## src/rfb_consts.svh

```systemverilog
`ifndef RFB_CONSTS_SVH
`define RFB_CONSTS_SVH
`define RFB_CLK_MHZ       250
`define RFB_TICK_MS       50
`define RFB_TICK_CYCLES   (`RFB_TICK_MS * 1000 * `RFB_CLK_MHZ)
`define RFB_STEPS         12
`define RFB_LAST_STEP     4'hb
`define RFB_LAST_TICKS    3'h5
`define RFB_ACTIVE_TICKS  400
`endif

```

## src/rfb_pkg.sv

```systemverilog
package rfb_pkg;
   typedef enum logic {RFB_IDLE, RFB_FLASH} rfb_mode_t;
   typedef struct packed {
      logic left;
      logic right;
   } rfb_lamp_t;
endpackage : rfb_pkg

```

## src/rfb_sequencer.sv

```systemverilog
`timescale 1ns/10ps
`include "rfb_consts.svh"
module rfb_sequencer #(
   parameter int TICK_CYCLES = `RFB_TICK_CYCLES,
   parameter int CNT_W       = 24,
   parameter int PERIOD_W    = 16
) (
   input  wire logic                MCLK,          // System clock.
   input  wire logic                SRST,          // Synchronous reset, active high.
   input  wire logic                BUTTON,        // Pushbutton detection, level.
   input  wire logic                PASSIVE_EN,    // Passive detection in use.
   input  wire logic                PRESENT,       // Passive detector sees a pedestrian.
   input  wire logic                PEER_START,    // Start pulse from a peer unit.
   input  wire logic                PEER_STOP,     // Stop pulse from a peer unit.
   input  wire logic                NIGHT,         // Photocell reports night.
   input  wire logic [PERIOD_W-1:0] ACTIVE_TICKS,  // Active period in 50 ms ticks.
   output logic                     LAMP_LEFT,     // Left light drive.
   output logic                     LAMP_RIGHT,    // Right light drive.
   output logic                     DIM,           // Dimming control.
   output logic                     PILOT,         // Pilot light.
   output logic                     SYNC_START,    // Start pulse to peers.
   output logic                     SYNC_STOP      // Stop pulse to peers.
);
   typedef struct packed {
      rfb_pkg::rfb_mode_t  mode;
      logic [CNT_W-1:0]    tick_cnt;
      logic [3:0]          step;
      logic [2:0]          sub;
      logic [PERIOD_W-1:0] remain;
      rfb_pkg::rfb_lamp_t  lamp;
      logic                dim;
      logic                pilot;
      logic                sync_start;
      logic                sync_stop;
   } rfb_state_t;

   rfb_state_t st;
   rfb_state_t next_st;

   function automatic rfb_pkg::rfb_lamp_t step_lamp(input logic [3:0] s);
      rfb_pkg::rfb_lamp_t l;
      l = '0;
      case (s)
         4'h0, 4'h4: l.left = 1'b1;
         4'h2, 4'h6: l.right = 1'b1;
         4'h8: begin
            l.left  = 1'b1;
            l.right = 1'b1;
         end
         4'ha: l.right = 1'b1;
         default: l = '0;
      endcase
      return l;
   endfunction : step_lamp

   logic detect;
   logic tick;
   assign detect = BUTTON | (PASSIVE_EN & PRESENT);
   assign tick   = (st.tick_cnt == CNT_W'(TICK_CYCLES - 1));

   always_comb begin
      next_st            = st;
      next_st.sync_start = 1'b0;
      next_st.sync_stop  = 1'b0;
      next_st.dim        = NIGHT;
      case (st.mode)
         rfb_pkg::RFB_IDLE: begin
            next_st.lamp = '0;
            if (detect || PEER_START) begin
               next_st.mode       = rfb_pkg::RFB_FLASH;
               next_st.tick_cnt   = '0;
               next_st.step       = '0;
               next_st.sub        = '0;
               next_st.remain     = ACTIVE_TICKS;
               next_st.sync_start = ~PEER_START;
               next_st.lamp       = step_lamp(4'h0);
            end
         end
         rfb_pkg::RFB_FLASH: begin
            next_st.tick_cnt = tick ? '0 : st.tick_cnt + 1'b1;
            if (tick) begin
               if (st.remain != '0) next_st.remain = st.remain - 1'b1;
               if (st.step == `RFB_LAST_STEP && st.sub != `RFB_LAST_TICKS - 1'b1) begin
                  next_st.sub = st.sub + 1'b1;
               end else begin
                  next_st.sub  = '0;
                  next_st.step = (st.step == `RFB_LAST_STEP) ? 4'h0 : st.step + 1'b1;
               end
            end
            next_st.lamp = step_lamp(next_st.step);
            if (detect) next_st.remain = ACTIVE_TICKS;
            // A detection in the stop cycle keeps the unit flashing in either detection mode, unless PEER_STOP is high in the same cycle.
            if (PEER_STOP || (st.remain == '0 && !detect)) begin
               next_st.mode      = rfb_pkg::RFB_IDLE;
               next_st.lamp      = '0;
               next_st.sync_stop = ~PEER_STOP;
            end
         end
         default: next_st.mode = rfb_pkg::RFB_IDLE;
      endcase
      next_st.pilot = (next_st.mode == rfb_pkg::RFB_FLASH);
   end

   always_ff @(posedge MCLK) begin
      if (SRST) begin
         st      <= '0;
         st.mode <= rfb_pkg::RFB_IDLE;
      end else begin
         st <= next_st;
      end
   end

   assign LAMP_LEFT  = st.lamp.left;
   assign LAMP_RIGHT = st.lamp.right;
   assign DIM        = st.dim;
   assign PILOT      = st.pilot;
   assign SYNC_START = st.sync_start;
   assign SYNC_STOP  = st.sync_stop;

   a_idle_dark: assert property (@(posedge MCLK) disable iff (SRST)
      (st.mode == rfb_pkg::RFB_IDLE) |-> !LAMP_LEFT && !LAMP_RIGHT)
      else $error("Light on while idle.");
   a_start_cause: assert property (@(posedge MCLK) disable iff (SRST)
      $rose(PILOT) |-> $past(detect) || $past(PEER_START))
      else $error("Flashing began without detection.");
   a_pilot_mode: assert property (@(posedge MCLK) disable iff (SRST)
      PILOT == (st.mode == rfb_pkg::RFB_FLASH))
      else $error("Pilot does not follow activity.");
   a_never_both_first: assert property (@(posedge MCLK) disable iff (SRST)
      (st.step < 4'h8) |-> !(LAMP_LEFT && LAMP_RIGHT))
      else $error("Both lights on in early phases.");
   a_both_step: assert property (@(posedge MCLK) disable iff (SRST)
      (PILOT && st.step == 4'h8) |-> LAMP_LEFT && LAMP_RIGHT)
      else $error("Both-on phase wrong.");
   a_tail_dark: assert property (@(posedge MCLK) disable iff (SRST)
      (st.step == `RFB_LAST_STEP) |-> !LAMP_LEFT && !LAMP_RIGHT && st.sub < 3'h5)
      else $error("Tail phase wrong.");
   a_dim_night: assert property (@(posedge MCLK) disable iff (SRST)
      NIGHT |=> DIM)
      else $error("Dim not asserted at night.");
   a_retrigger: assert property (@(posedge MCLK) disable iff (SRST)
      (PILOT && detect && !PEER_STOP) |=> PILOT && st.remain == $past(ACTIVE_TICKS))
      else $error("Detection did not restart period.");
   a_peer_stop: assert property (@(posedge MCLK) disable iff (SRST)
      (PILOT && PEER_STOP) |=> !PILOT && !LAMP_LEFT)
      else $error("Peer stop ignored.");

   // Start and stop pulses tell the peers exactly when this unit changes activity on its own; changes caused by a peer pulse are not echoed.
   a_local_start: assert property (@(posedge MCLK) disable iff (SRST)
      ($rose(PILOT) && !$past(PEER_START)) |-> SYNC_START)
      else $error("Local start not announced to peers.");
   a_start_only: assert property (@(posedge MCLK) disable iff (SRST)
      SYNC_START |-> $rose(PILOT))
      else $error("Start pulse without a start.");
   a_start_single: assert property (@(posedge MCLK) disable iff (SRST)
      SYNC_START |=> !SYNC_START)
      else $error("Start pulse longer than one cycle.");
   a_peer_start_ack: assert property (@(posedge MCLK) disable iff (SRST)
      (!PILOT && PEER_START) |=> PILOT && !SYNC_START)
      else $error("Peer start not followed.");
   a_local_stop: assert property (@(posedge MCLK) disable iff (SRST)
      ($fell(PILOT) && !$past(PEER_STOP)) |-> SYNC_STOP)
      else $error("Local stop not announced to peers.");
   a_stop_only: assert property (@(posedge MCLK) disable iff (SRST)
      SYNC_STOP |-> $fell(PILOT))
      else $error("Stop pulse without a stop.");
   a_peer_stop_quiet: assert property (@(posedge MCLK) disable iff (SRST)
      (PILOT && PEER_STOP) |=> !SYNC_STOP)
      else $error("Peer stop echoed back.");

   // The active period counts down on ticks only and reloads on every detection.
   a_idle_restart: assert property (@(posedge MCLK) disable iff (SRST)
      (!PILOT && detect) |=> PILOT && st.remain == $past(ACTIVE_TICKS))
      else $error("Detection after the end did not restart.");
   a_remain_down: assert property (@(posedge MCLK) disable iff (SRST)
      (PILOT && $past(PILOT) && !$past(detect) && $past(tick) && $past(st.remain) != '0) |-> st.remain == $past(st.remain) - 1'b1)
      else $error("Active period did not count down.");
   // Outside ticks the period only moves when a detection reloads it.
   a_remain_hold: assert property (@(posedge MCLK) disable iff (SRST)
      (PILOT && $past(PILOT) && !$past(detect) && !$past(tick)) |-> $stable(st.remain))
      else $error("Active period moved between ticks.");
   a_hold_active: assert property (@(posedge MCLK) disable iff (SRST)
      (PILOT && (st.remain != '0 || detect) && !PEER_STOP) |=> PILOT)
      else $error("Flashing stopped early.");
   // A stop needs either a peer stop or an expired period with no detection.
   a_stop_cause: assert property (@(posedge MCLK) disable iff (SRST)
      $fell(PILOT) |-> $past(PEER_STOP) || ($past(st.remain) == '0 && !$past(detect)))
      else $error("Flashing stopped without cause.");
   a_stop_dark: assert property (@(posedge MCLK) disable iff (SRST)
      $fell(PILOT) |-> !LAMP_LEFT && !LAMP_RIGHT)
      else $error("Light left on at stop.");

   // The phase counter walks the pattern one tick at a time.
   a_first_left: assert property (@(posedge MCLK) disable iff (SRST)
      $rose(PILOT) |-> LAMP_LEFT && !LAMP_RIGHT)
      else $error("Pattern did not open with the left light.");
   a_left_phase: assert property (@(posedge MCLK) disable iff (SRST)
      (PILOT && (st.step == 4'h0 || st.step == 4'h4)) |-> LAMP_LEFT && !LAMP_RIGHT)
      else $error("Left phase wrong.");
   a_right_phase: assert property (@(posedge MCLK) disable iff (SRST)
      (PILOT && (st.step == 4'h2 || st.step == 4'h6 || st.step == 4'ha)) |-> !LAMP_LEFT && LAMP_RIGHT)
      else $error("Right phase wrong.");
   a_dark_phase: assert property (@(posedge MCLK) disable iff (SRST)
      (PILOT && st.step[0]) |-> !LAMP_LEFT && !LAMP_RIGHT)
      else $error("Dark phase lit.");
   a_step_range: assert property (@(posedge MCLK) disable iff (SRST)
      st.step <= `RFB_LAST_STEP)
      else $error("Phase counter out of range.");
   a_step_on_tick: assert property (@(posedge MCLK) disable iff (SRST)
      (PILOT && $past(PILOT) && $changed(st.step)) |-> $past(tick))
      else $error("Phase moved without a tick.");
   a_sub_zero: assert property (@(posedge MCLK) disable iff (SRST)
      (st.step != `RFB_LAST_STEP) |-> st.sub == '0)
      else $error("Tail counter running outside the tail.");
   // The pattern wraps only after the long dark tail has run its full five ticks.
   a_tail_wrap: assert property (@(posedge MCLK) disable iff (SRST)
      (PILOT && $past(PILOT) && $past(st.step) == `RFB_LAST_STEP && st.step == 4'h0) |-> $past(st.sub) == `RFB_LAST_TICKS - 1'b1)
      else $error("Tail ended early.");
   // The divider never passes its terminal count.
   a_tick_bound: assert property (@(posedge MCLK) disable iff (SRST)
      st.tick_cnt < CNT_W'(TICK_CYCLES))
      else $error("Tick divider overran.");

   // Brightness follows the photocell with one cycle of delay.
   a_day_bright: assert property (@(posedge MCLK) disable iff (SRST)
      !NIGHT |=> !DIM)
      else $error("Dim asserted by day.");
endmodule : rfb_sequencer

```

## config.mk

```make
export PLATFORM = sky130hd
export DESIGN_NAME = rfb_sequencer
export DESIGN_NICKNAME = d
export VERILOG_FILES = /design/src/rfb_pkg.sv /design/src/rfb_sequencer.sv
export VERILOG_INCLUDE_DIRS = /design/src
export SDC_FILE = /design/constraint.sdc
export NUM_CORES = 1
export LEC_CHECK = 0
export BUFFER_PORTS_ARGS = -buffer_cell sky130_fd_sc_hd__clkbuf_2
export CELL_PAD_IN_SITES_DETAIL_PLACEMENT = 0
export CELL_PAD_IN_SITES_GLOBAL_PLACEMENT = 1
export CORE_MARGIN = 2
export CORE_UTILIZATION = 42
export CTS_CLUSTER_SIZE = 30
export DETAILED_ROUTE_END_ITERATION = 16
export HOLD_SLACK_MARGIN = 0.06
export PLACE_DENSITY_LB_ADDON = 0.3
export SLEW_MARGIN = 40
export SYNTH_ARGS = -nofsm -noshare
export SYNTH_HDL_FRONTEND = slang
export SYNTH_SLANG_ARGS = --single-unit
```

## constraint.sdc

```tcl
create_clock -name MCLK -period 2.4 [get_ports MCLK]
set_input_delay 0.24 -clock MCLK [delete_from_list [all_inputs] [get_ports MCLK]]
set_output_delay 0.24 -clock MCLK [all_outputs]
set_load 0.03 [all_outputs]
```

==> flow_summary.ini, run 1 <==
[timing]
setup_violations = 0
rsz0062_at_grt = false
final.period_utilization_pct = 89.9
timing.fmax_ghz = 0.463
fin_crit_ns = 2.16
fin_setup_tns_ns = 0
slew_violations = 0
worst_pin_slew_ns = 0.637
worst_hold_slack_ns = 0.129
slew_headroom_pct = 57.2
finClkSkew_ns = 0.00887
finalHoldViolCount = 0

[power_and_ir_drop]
power_density_mw_per_mm2 = 539
power.leakage_nw = 1.20
total_power_mw = 1.81
ir_drop_mv = 0.261

[logic_synthesis]
syn_area_mm2 = 0.00301
ys_types = 60
synth_seq_cells = 53
syn_area_per_cell_um2 = 7.78
syn-num-nets = 417
netlist_instances = 387
ys_warn_count = 0
async_flop_share_pct = 0
synth-edff-count = 0
synth_flop_cell = dfxtp_1
yosysSeqAreaShare_pct = 35.2

[global_routing]
antenna_found_initial = 0
grt_overflow = 0
grt_max_degree = 30
grt_pass1_vias = 2792
grt_pass1_wl_mm = 12.9
grt_use_total_pct = 20.3

[floorplanning]
start_util_pct = 43.8
die_y_um = 88.7
die_w_um = 88.7
top_level_ports = 30
core_mm2 = 0.00687
fp.dieArea_mm2 = 0.00786
rows = 30

[clock_tree]
cts_num_sinks = 53
cts_hold_buf = 0
post_cts_buffers = 0
path_clk_slew_ns = 0.10
cts_buffers = 5
cts_buffer_depth = 2
ctsHtreeMaxLevel = 2
clk_latency_ns = 0.31
cts_tree = done
root_buffer = clkbuf_8

[finish]
layout_commonest_cell = dfxtp_1
layout-drive-gt1-share_pct = 15.1
post-route-util_pct = 48.9
final_cell_mix = 53 x dfxtp_1, 42 x a21oi_1, 41 x nand2_1, 41 x nor2_1, 30 x o21ai_0
antenna_cells = 0
layoutNonFillerInstCount = 512
area_growth_pct = 11.5
final_nets = 445

[detailed_routing]
vias_per_cell = 5.89
drt_iter0_markers = 197
wire_per_inst_um = 15.1
first_pass_iters = 4
vias = 3015
wl_mm = 7.72
drc = 0
final_antenna_net_count = 0

[worst_setup_path]
reg2regPathDepth = 7
crit_required_ns = 2.61
path_max_fanout = 7
critical_path_class = flop to flop
worstPathArrival_ns = 2.37
end_kind = flop
setup.worst_path.start_class = flop

[place]
place_hpwl_mm = 5.29
gp_congestion = 0.823
dpl.cell_count = 504
portBuffers = 29

[outcome]
outcome = completed

[flow_run]
max_cap_violations = 0

[hold_path]
whs_path_depth = 2
hp-class = input pin to flop
-- worst max-delay path: stages, from the launching register on --
cell      delay [ns]
dfxtp_1         0.47
ha_1            0.32
and3b_1         0.21
a21boi_0        0.37
nor3_1          0.14
mux2_2          0.32
a22oi_1         0.17
nor2_1          0.05
-- power by group --
part           leakage [nW]  total [mW]  internal (mW)  switching, mW
Combinational         0.724       0.360          0.132          0.228
Clock                0.0450       0.507          0.204          0.303
Sequential            0.431       0.941          0.912         0.0286
-- layer usage --
metal	vias up	wire length (um)	GRT usage [%]
met5	-	0	0
met4	0	61	4.68
met3	6	340	3.45
met2	71	3620	34.3
met1	1433	3700	27.1
li1	1505	-	-
-- synthesized netlist by cell type (5+ instances only) --
library cell / n / area [um^2]
nand2_1: 41 / 154
nor2_1: 42 / 158
a211oi_1: 5 / 37.5
ha_1: 6 / 75.1
nand4_1: 11 / 68.8
dfxtp_1: 53 / 1060
o21ai_0: 30 / 150
clkbuf_1: 11 / 41.3
and3_1: 5 / 31.3
nor3_1: 17 / 85.1
and2_1: 6 / 37.5
nand3_1: 8 / 40.0
a31oi_1: 5 / 31.3
a21oi_1: 42 / 210
buf_2: 7 / 35.0
a32o_1: 7 / 70.1
inv_1: 11 / 41.3
a311oi_1: 10 / 87.6
-- worst paths after layout --
path	startpoint	endpoint	slack [ns]
max	st[25]	st[26]	0.24
min	PEER_START	SYNC_START	0.13
max reg2reg	st[25]	st[26]	0.24
min reg2reg	st[12]	st[12]	0.49
-- cell type report --
cell class                 instances  area [um^2]
fill                             721         3510
multi-input combinational        303         1820
sequential                        53         1060
timing repair buffer              41          235
tap                               96          120
clock buffer                       6         72.6
inverter                          11         41.3
clock inverter                     2         10.0
-- flip-flops by register name, summed over array words and instances (netlist names) --
name	count
LAMP_LEFT	1
st	47
SYNC_STOP	1
LAMP_RIGHT	1
SYNC_START	1
PILOT	1
DIM	1
-- through the flow --
| step | instance area [um^2] | worst slack, ns |
|---|---|---|
| floorplan | 3010 | 0.528 |
| global placement | 3270 | 0.254 |
| detailed placement | 3270 | 0.154 |
| CTS | 3350 | 0.147 |
| global route | 3360 | 0.0801 |
| finish | 3360 | 0.243 |
-- kinds of logic (layout without fill, tap and decap cells) --
kind of cell    after synthesis  count (layout)  synth area share [%]
compound gates              134             134                  29.5
buf+inv                      31              60                  4.53
mux                           1               1                 0.374
fa+ha+maj                     6               6                  2.49
xor+xnor                      1               1                 0.291
flops                        53              53                  35.2
simple gates                161             161                  27.6
-- what timing repair did --
item	4_1_cts	5_1_grt
endpoints found under the setup margin	0	15
hold endpoints to repair	0	0
gates resized for setup	0	1
Power figures use the tool's default switching activity.
==> run 2, diff against run 1 <==
RECOVER_POWER = 25   (was not set)
==> run 2 against run 1 <==
Register-to-register slack lost 0.03 ns. Sequential share of layout area up 0.20 points. Clock skew about the same. Clock power about the same. Critical endpoint is now st[19]. Worst setup slack got worse by 0.028 ns. Hold slack improved by 0.0011 ns. Non-clock buffer count is the same. Critical path depth stayed put. Utilization decreased by 0.31 points.
==> flow_summary.ini, run 2 (synthesis gave the netlist of run 1 again) <==
[clock_tree]
root_buffer = clkbuf_8
post_cts_buffers = 0
path_clk_slew_ns = 0.10
cts_tree = done
cts_buffer_depth = 2
cts_num_sinks = 53
clk_latency_ns = 0.31
cts_buffers = 5
ctsHtreeMaxLevel = 2

[timing]
fin_crit_ns = 2.19
final.period_utilization_pct = 91.1
worst_pin_slew_ns = 1.32
finClkSkew_ns = 0.00837
slew_violations = 0
timing.fmax_ghz = 0.458
finalHoldViolCount = 0
setup_violations = 0
slew_headroom_pct = 11.9
fin_setup_tns_ns = 0
rsz0062_at_grt = false

[power_and_ir_drop]
comb_power_share_pct = 19.6
swShare_pct = 31.1
ir_drop_mv = 0.261
seq_power_share_pct = 52.2
power.switching_mw = 0.561
power.leakage_nw = 1.17
power_density_mw_per_mm2 = 541
pwr-share-clk_pct = 28.2
p_int_mw = 1.24
total_power_mw = 1.80

[finish]
layout_commonest_cell = dfxtp_1
largest_reg_flops = 47
fillers = 725
regMostFlops = st
final_cell_mix = 53 x dfxtp_1, 42 x a21oi_1, 41 x nand2_1, 41 x nor2_1, 30 x o21ai_0
area_growth_pct = 10.8
final-seq-area_mm2 = 0.00106
antenna_cells = 0
layout-drive-gt1-share_pct = 13.0
multi_input_area_mm2 = 0.00182
final_nets = 445

[worst_setup_path]
critical_path_class = flop to flop
worstPathArrival_ns = 2.44
crit_required_ns = 2.65
end_kind = flop
setup.worst_path.start_class = flop
max_stage_delay_ns = 0.50
path_cells = clkbuf_1 > nand2_1 > nor3_2 > buf_4 > nand3_1 > a21o_2 > a21oi_1
path_max_fanout = 12
slowest_stage = clkbuf_1

[detailed_routing]
drc = 0
wire_per_inst_um = 15.1
vias_per_cell = 5.87
vias = 3005
wl_mm = 7.71
first_pass_iters = 4
final_antenna_net_count = 0
drt_iter0_markers = 161

[outcome]
outcome = completed

[global_routing]
antenna_found_initial = 0
grt_pass1_wl_mm = 12.9
grt_use_total_pct = 20.3
grt_pass1_vias = 2792
grt_max_degree = 30
grt_overflow = 0

[hold_path]
hp-class = input pin to flop

[floorplanning]
fp.dieArea_mm2 = 0.00786
rows = 30
die_w_um = 88.7
core_mm2 = 0.00687
die_y_um = 88.7
start_util_pct = 43.8
top_level_ports = 30

[place]
portBuffers = 29
gp_congestion = 0.823
place_hpwl_mm = 5.29

[flow_run]
max_cap_violations = 0
-- run 2: layout make-up --
class                           count  share of cell area (%)
Timing Repair Buffer               41                    6.42
Tap cell                           96                    3.60
Sequential cell                    53                    31.8
Clock buffer                        6                    2.18
Multi-Input combinational cell    303                    54.4
Inverter                           11                    1.24
Clock inverter                      2                   0.300
-- run 2: per-stage QoR --
stage / area, um^2 / std cells / hold slack, ns / worst slack, ns / utilization [%]
after floorplan: 3010 / 387 / 0.312 / 0.528 / -
after global placement: 3270 / 504 / 0.449 / 0.254 / 47.6
after global routing: 3330 / 512 / 0.135 / 0.0644 / 48.5
final: 3330 / 512 / 0.130 / 0.214 / 48.5
after detailed placement: 3270 / 504 / 0.457 / 0.154 / 47.6
after CTS: 3350 / 512 / 0.126 / 0.147 / 48.8
-- run 2: power by group through the flow --
stage | sequential [mW] | combinational (mW) | clock, mW
global placement | 0.961 | 0.358 | 0
finish | 0.941 | 0.354 | 0.508
detailed placement | 0.961 | 0.356 | 0
floorplan | 0.968 | 0.239 | 0
CTS | 0.940 | 0.358 | 0.528
global route | 0.947 | 0.398 | 0.559
-- run 2: path summary, 6_finish.rpt --
kind	startpoint	endpoint	slack, ns	depth (start not counted)
setup / recovery	PILOT	st[19]	0.21	7
setup reg to reg	PILOT	st[19]	0.21	7
hold / removal	PEER_START	SYNC_START	0.13	2
hold reg to reg	st[42]	st[42]	0.49	1
-- run 2: layer usage --
layer / vias to the layer above / track usage [%] / part of all wire (%)
li1: 1503 / - / -
met1: 1434 / 27.1 / 49
met2: 60 / 34.3 / 46
met3: 8 / 3.45 / 4.1
met4: 0 / 4.68 / 0.80
met5: - / 0 / 0
-- run 2: critical path, delay by kind of cell (launching register included) --
kind,cells,cell delay [ns]
buffers and inverters,2,0.72
AO/OA/AOI/OAI,2,0.33
flip-flops,1,0.39
AND/OR/NAND/NOR,3,0.67
-- run 2: what timing repair did --
item / 4_1_cts / 5_1_grt
resized for setup: 0 / 1
hold buffers: 0 / 0
hold endpoints to repair: 0 / 0
endpoints found under the setup margin: 0 / 15
==> run 3, diff against run 2 <==
CELL_PAD_IN_SITES_DETAIL_PLACEMENT = not set   (was 0)
CELL_PAD_IN_SITES_GLOBAL_PLACEMENT = not set   (was 1)
TNS_END_PERCENT = 1   (was not set)
==> run 3 against run 2 <==
Die area is the same. Global-route usage up 0.19 points. Sequential cell count unchanged. Count of clock-buffer cells in the layout unchanged. Worst setup slack better by 0.064 ns. Non-clock buffer count stayed put. Clock skew increased by 0.0068 ns. Final cell count did not move. Power up 0.94%. Hold slack worse by 0.015 ns. Fmax rose by 3.0%. Register-to-register slack improved by 0.06 ns. Largest power group unchanged. Highest routed layer unchanged.
==> flow_summary.ini, run 3 (synthesis gave the netlist of run 1 again) <==
[detailed_routing]
vias = 3040
first_pass_iters = 4
drt_iter0_markers = 177
drc = 0
final_antenna_net_count = 0
wire_per_inst_um = 15.1
vias_per_cell = 5.94
wl_mm = 7.74

[clock_tree]
clk_latency_ns = 0.32
cts_buffers = 5
ctsHtreeMaxLevel = 2
cts_hold_buf = 0
post_cts_buffers = 0
cts_num_sinks = 53
cts_buffer_depth = 2
root_buffer = clkbuf_8
path_clk_slew_ns = 0.10
cts_tree = done

[hold_path]
min-delay-start = PEER_START
hp-class = input pin to flop

[floorplanning]
top_level_ports = 30
start_util_pct = 43.8
die_w_um = 88.7
fp.dieArea_mm2 = 0.00786
rows = 30
core_mm2 = 0.00687
die_y_um = 88.7

[timing]
fin_setup_tns_ns = 0
fin_crit_ns = 2.12
finalHoldViolCount = 0
slew_violations = 0
rsz0062_at_grt = false
timing.fmax_ghz = 0.471
final.period_utilization_pct = 88.4
worst_pin_slew_ns = 0.779
slew_headroom_pct = 48.1
setup_violations = 0
finClkSkew_ns = 0.0151

[place]
place_hpwl_mm = 5.37
portBuffers = 29
dpl.cell_count = 504
gp_congestion = 0.934

[finish]
layout_commonest_cell = dfxtp_1
fillers = 687
final-seq-area_mm2 = 0.00106
regMostFlops = st
multi_input_area_mm2 = 0.00182
layout-drive-gt1-share_pct = 13.0
layoutNonFillerInstCount = 512
antenna_cells = 0
largest_reg_flops = 47
final_cell_mix = 53 x dfxtp_1, 42 x a21oi_1, 41 x nand2_1, 41 x nor2_1, 30 x o21ai_0
final_nets = 445
area_growth_pct = 11.4

[worst_setup_path]
setup.worst_path.start_class = flop
r2r-start = st[29]
worstPathArrival_ns = 2.32
critical_path_class = flop to flop
end_kind = flop
startpoint = st[29]
path_max_fanout = 12
crit_required_ns = 2.60

[power_and_ir_drop]
power_density_mw_per_mm2 = 543
power.leakage_nw = 1.17
ir_drop_mv = 0.274

[global_routing]
antenna_found_initial = 0
grt_max_degree = 41
grt_pass1_vias = 2784
grt_pass1_wl_mm = 13.0
grt_overflow = 0
grt_use_total_pct = 20.5

[flow_run]
max_cap_violations = 0

[outcome]
outcome = completed
[run 3: changes by cell type in the layout (fill, tap and decap cells not counted)]
cell        delta
clkinv_2       -2
clkinvlp_4     +2
clkbuf_2       -1
buf_12         +1
[run 3: worst paths after layout]
kind	to	slack [ns]	cells after the start
worst max-delay path	st[48]	0.28	8
worst min-delay path	SYNC_START	0.12	2
worst max register to register	st[48]	0.28	8
worst min register to register	st[20]	0.49	2
[run 3: area by class of cell]
class | instances | share of cell area, %
Timing Repair Buffer | 41 | 6.83
Clock buffer | 6 | 2.16
Inverter | 11 | 1.23
Multi-Input combinational cell | 303 | 54.1
Sequential cell | 53 | 31.6
Clock inverter | 2 | 0.448
Tap cell | 96 | 3.58
[run 3: per-stage QoR]
stage | instance area (um^2) | util, % | setup WS [ns] | total power [mW] | hold slack (ns)
3_5_place_dp | 3280 | 47.8 | 0.255 | 1.32 | 0.450
2_1_floorplan | 3010 | - | 0.528 | 1.21 | 0.312
6_report | 3350 | 48.8 | 0.278 | 1.82 | 0.116
3_3_place_gp | 3280 | 47.8 | 0.351 | 1.32 | 0.451
5_1_grt | 3350 | 48.8 | 0.0547 | 1.91 | 0.127
4_1_cts | 3370 | 49.1 | 0.259 | 1.84 | 0.111
[run 3: what timing repair did]
item | in CTS | in global routing
resized for setup | 0 | 1
endpoints found under the hold margin | 0 | 0
endpoints found under the setup margin | 0 | 4
[run 3: worst max-delay path, stage by stage, from the launching register on]
cell     delay [ns]
dfxtp_1        0.41
ha_1           0.25
and4_1         0.25
nand2_1        0.13
o21ai_2        0.47
buf_4          0.21
a21oi_1        0.04
o21ai_0        0.17
a21oi_1        0.08
[run 3: where the power goes]
part | switching (mW) | total, mW | internal [mW]
logic | 0.227 | 0.355 | 0.128
clock network | 0.313 | 0.520 | 0.207
registers | 0.0327 | 0.945 | 0.912
total | 0.573 | 1.82 | 1.25
[run 3: routing by layer]
layer	vias up	global-route usage [%]	share of wire, %	wire length, um
li1	1508	-	-	-
met1	1426	26.3	46	3560
met2	94	35.5	48	3690
met3	12	3.17	5.1	391
met4	0	6.06	1.1	87
met5	-	0	0	0
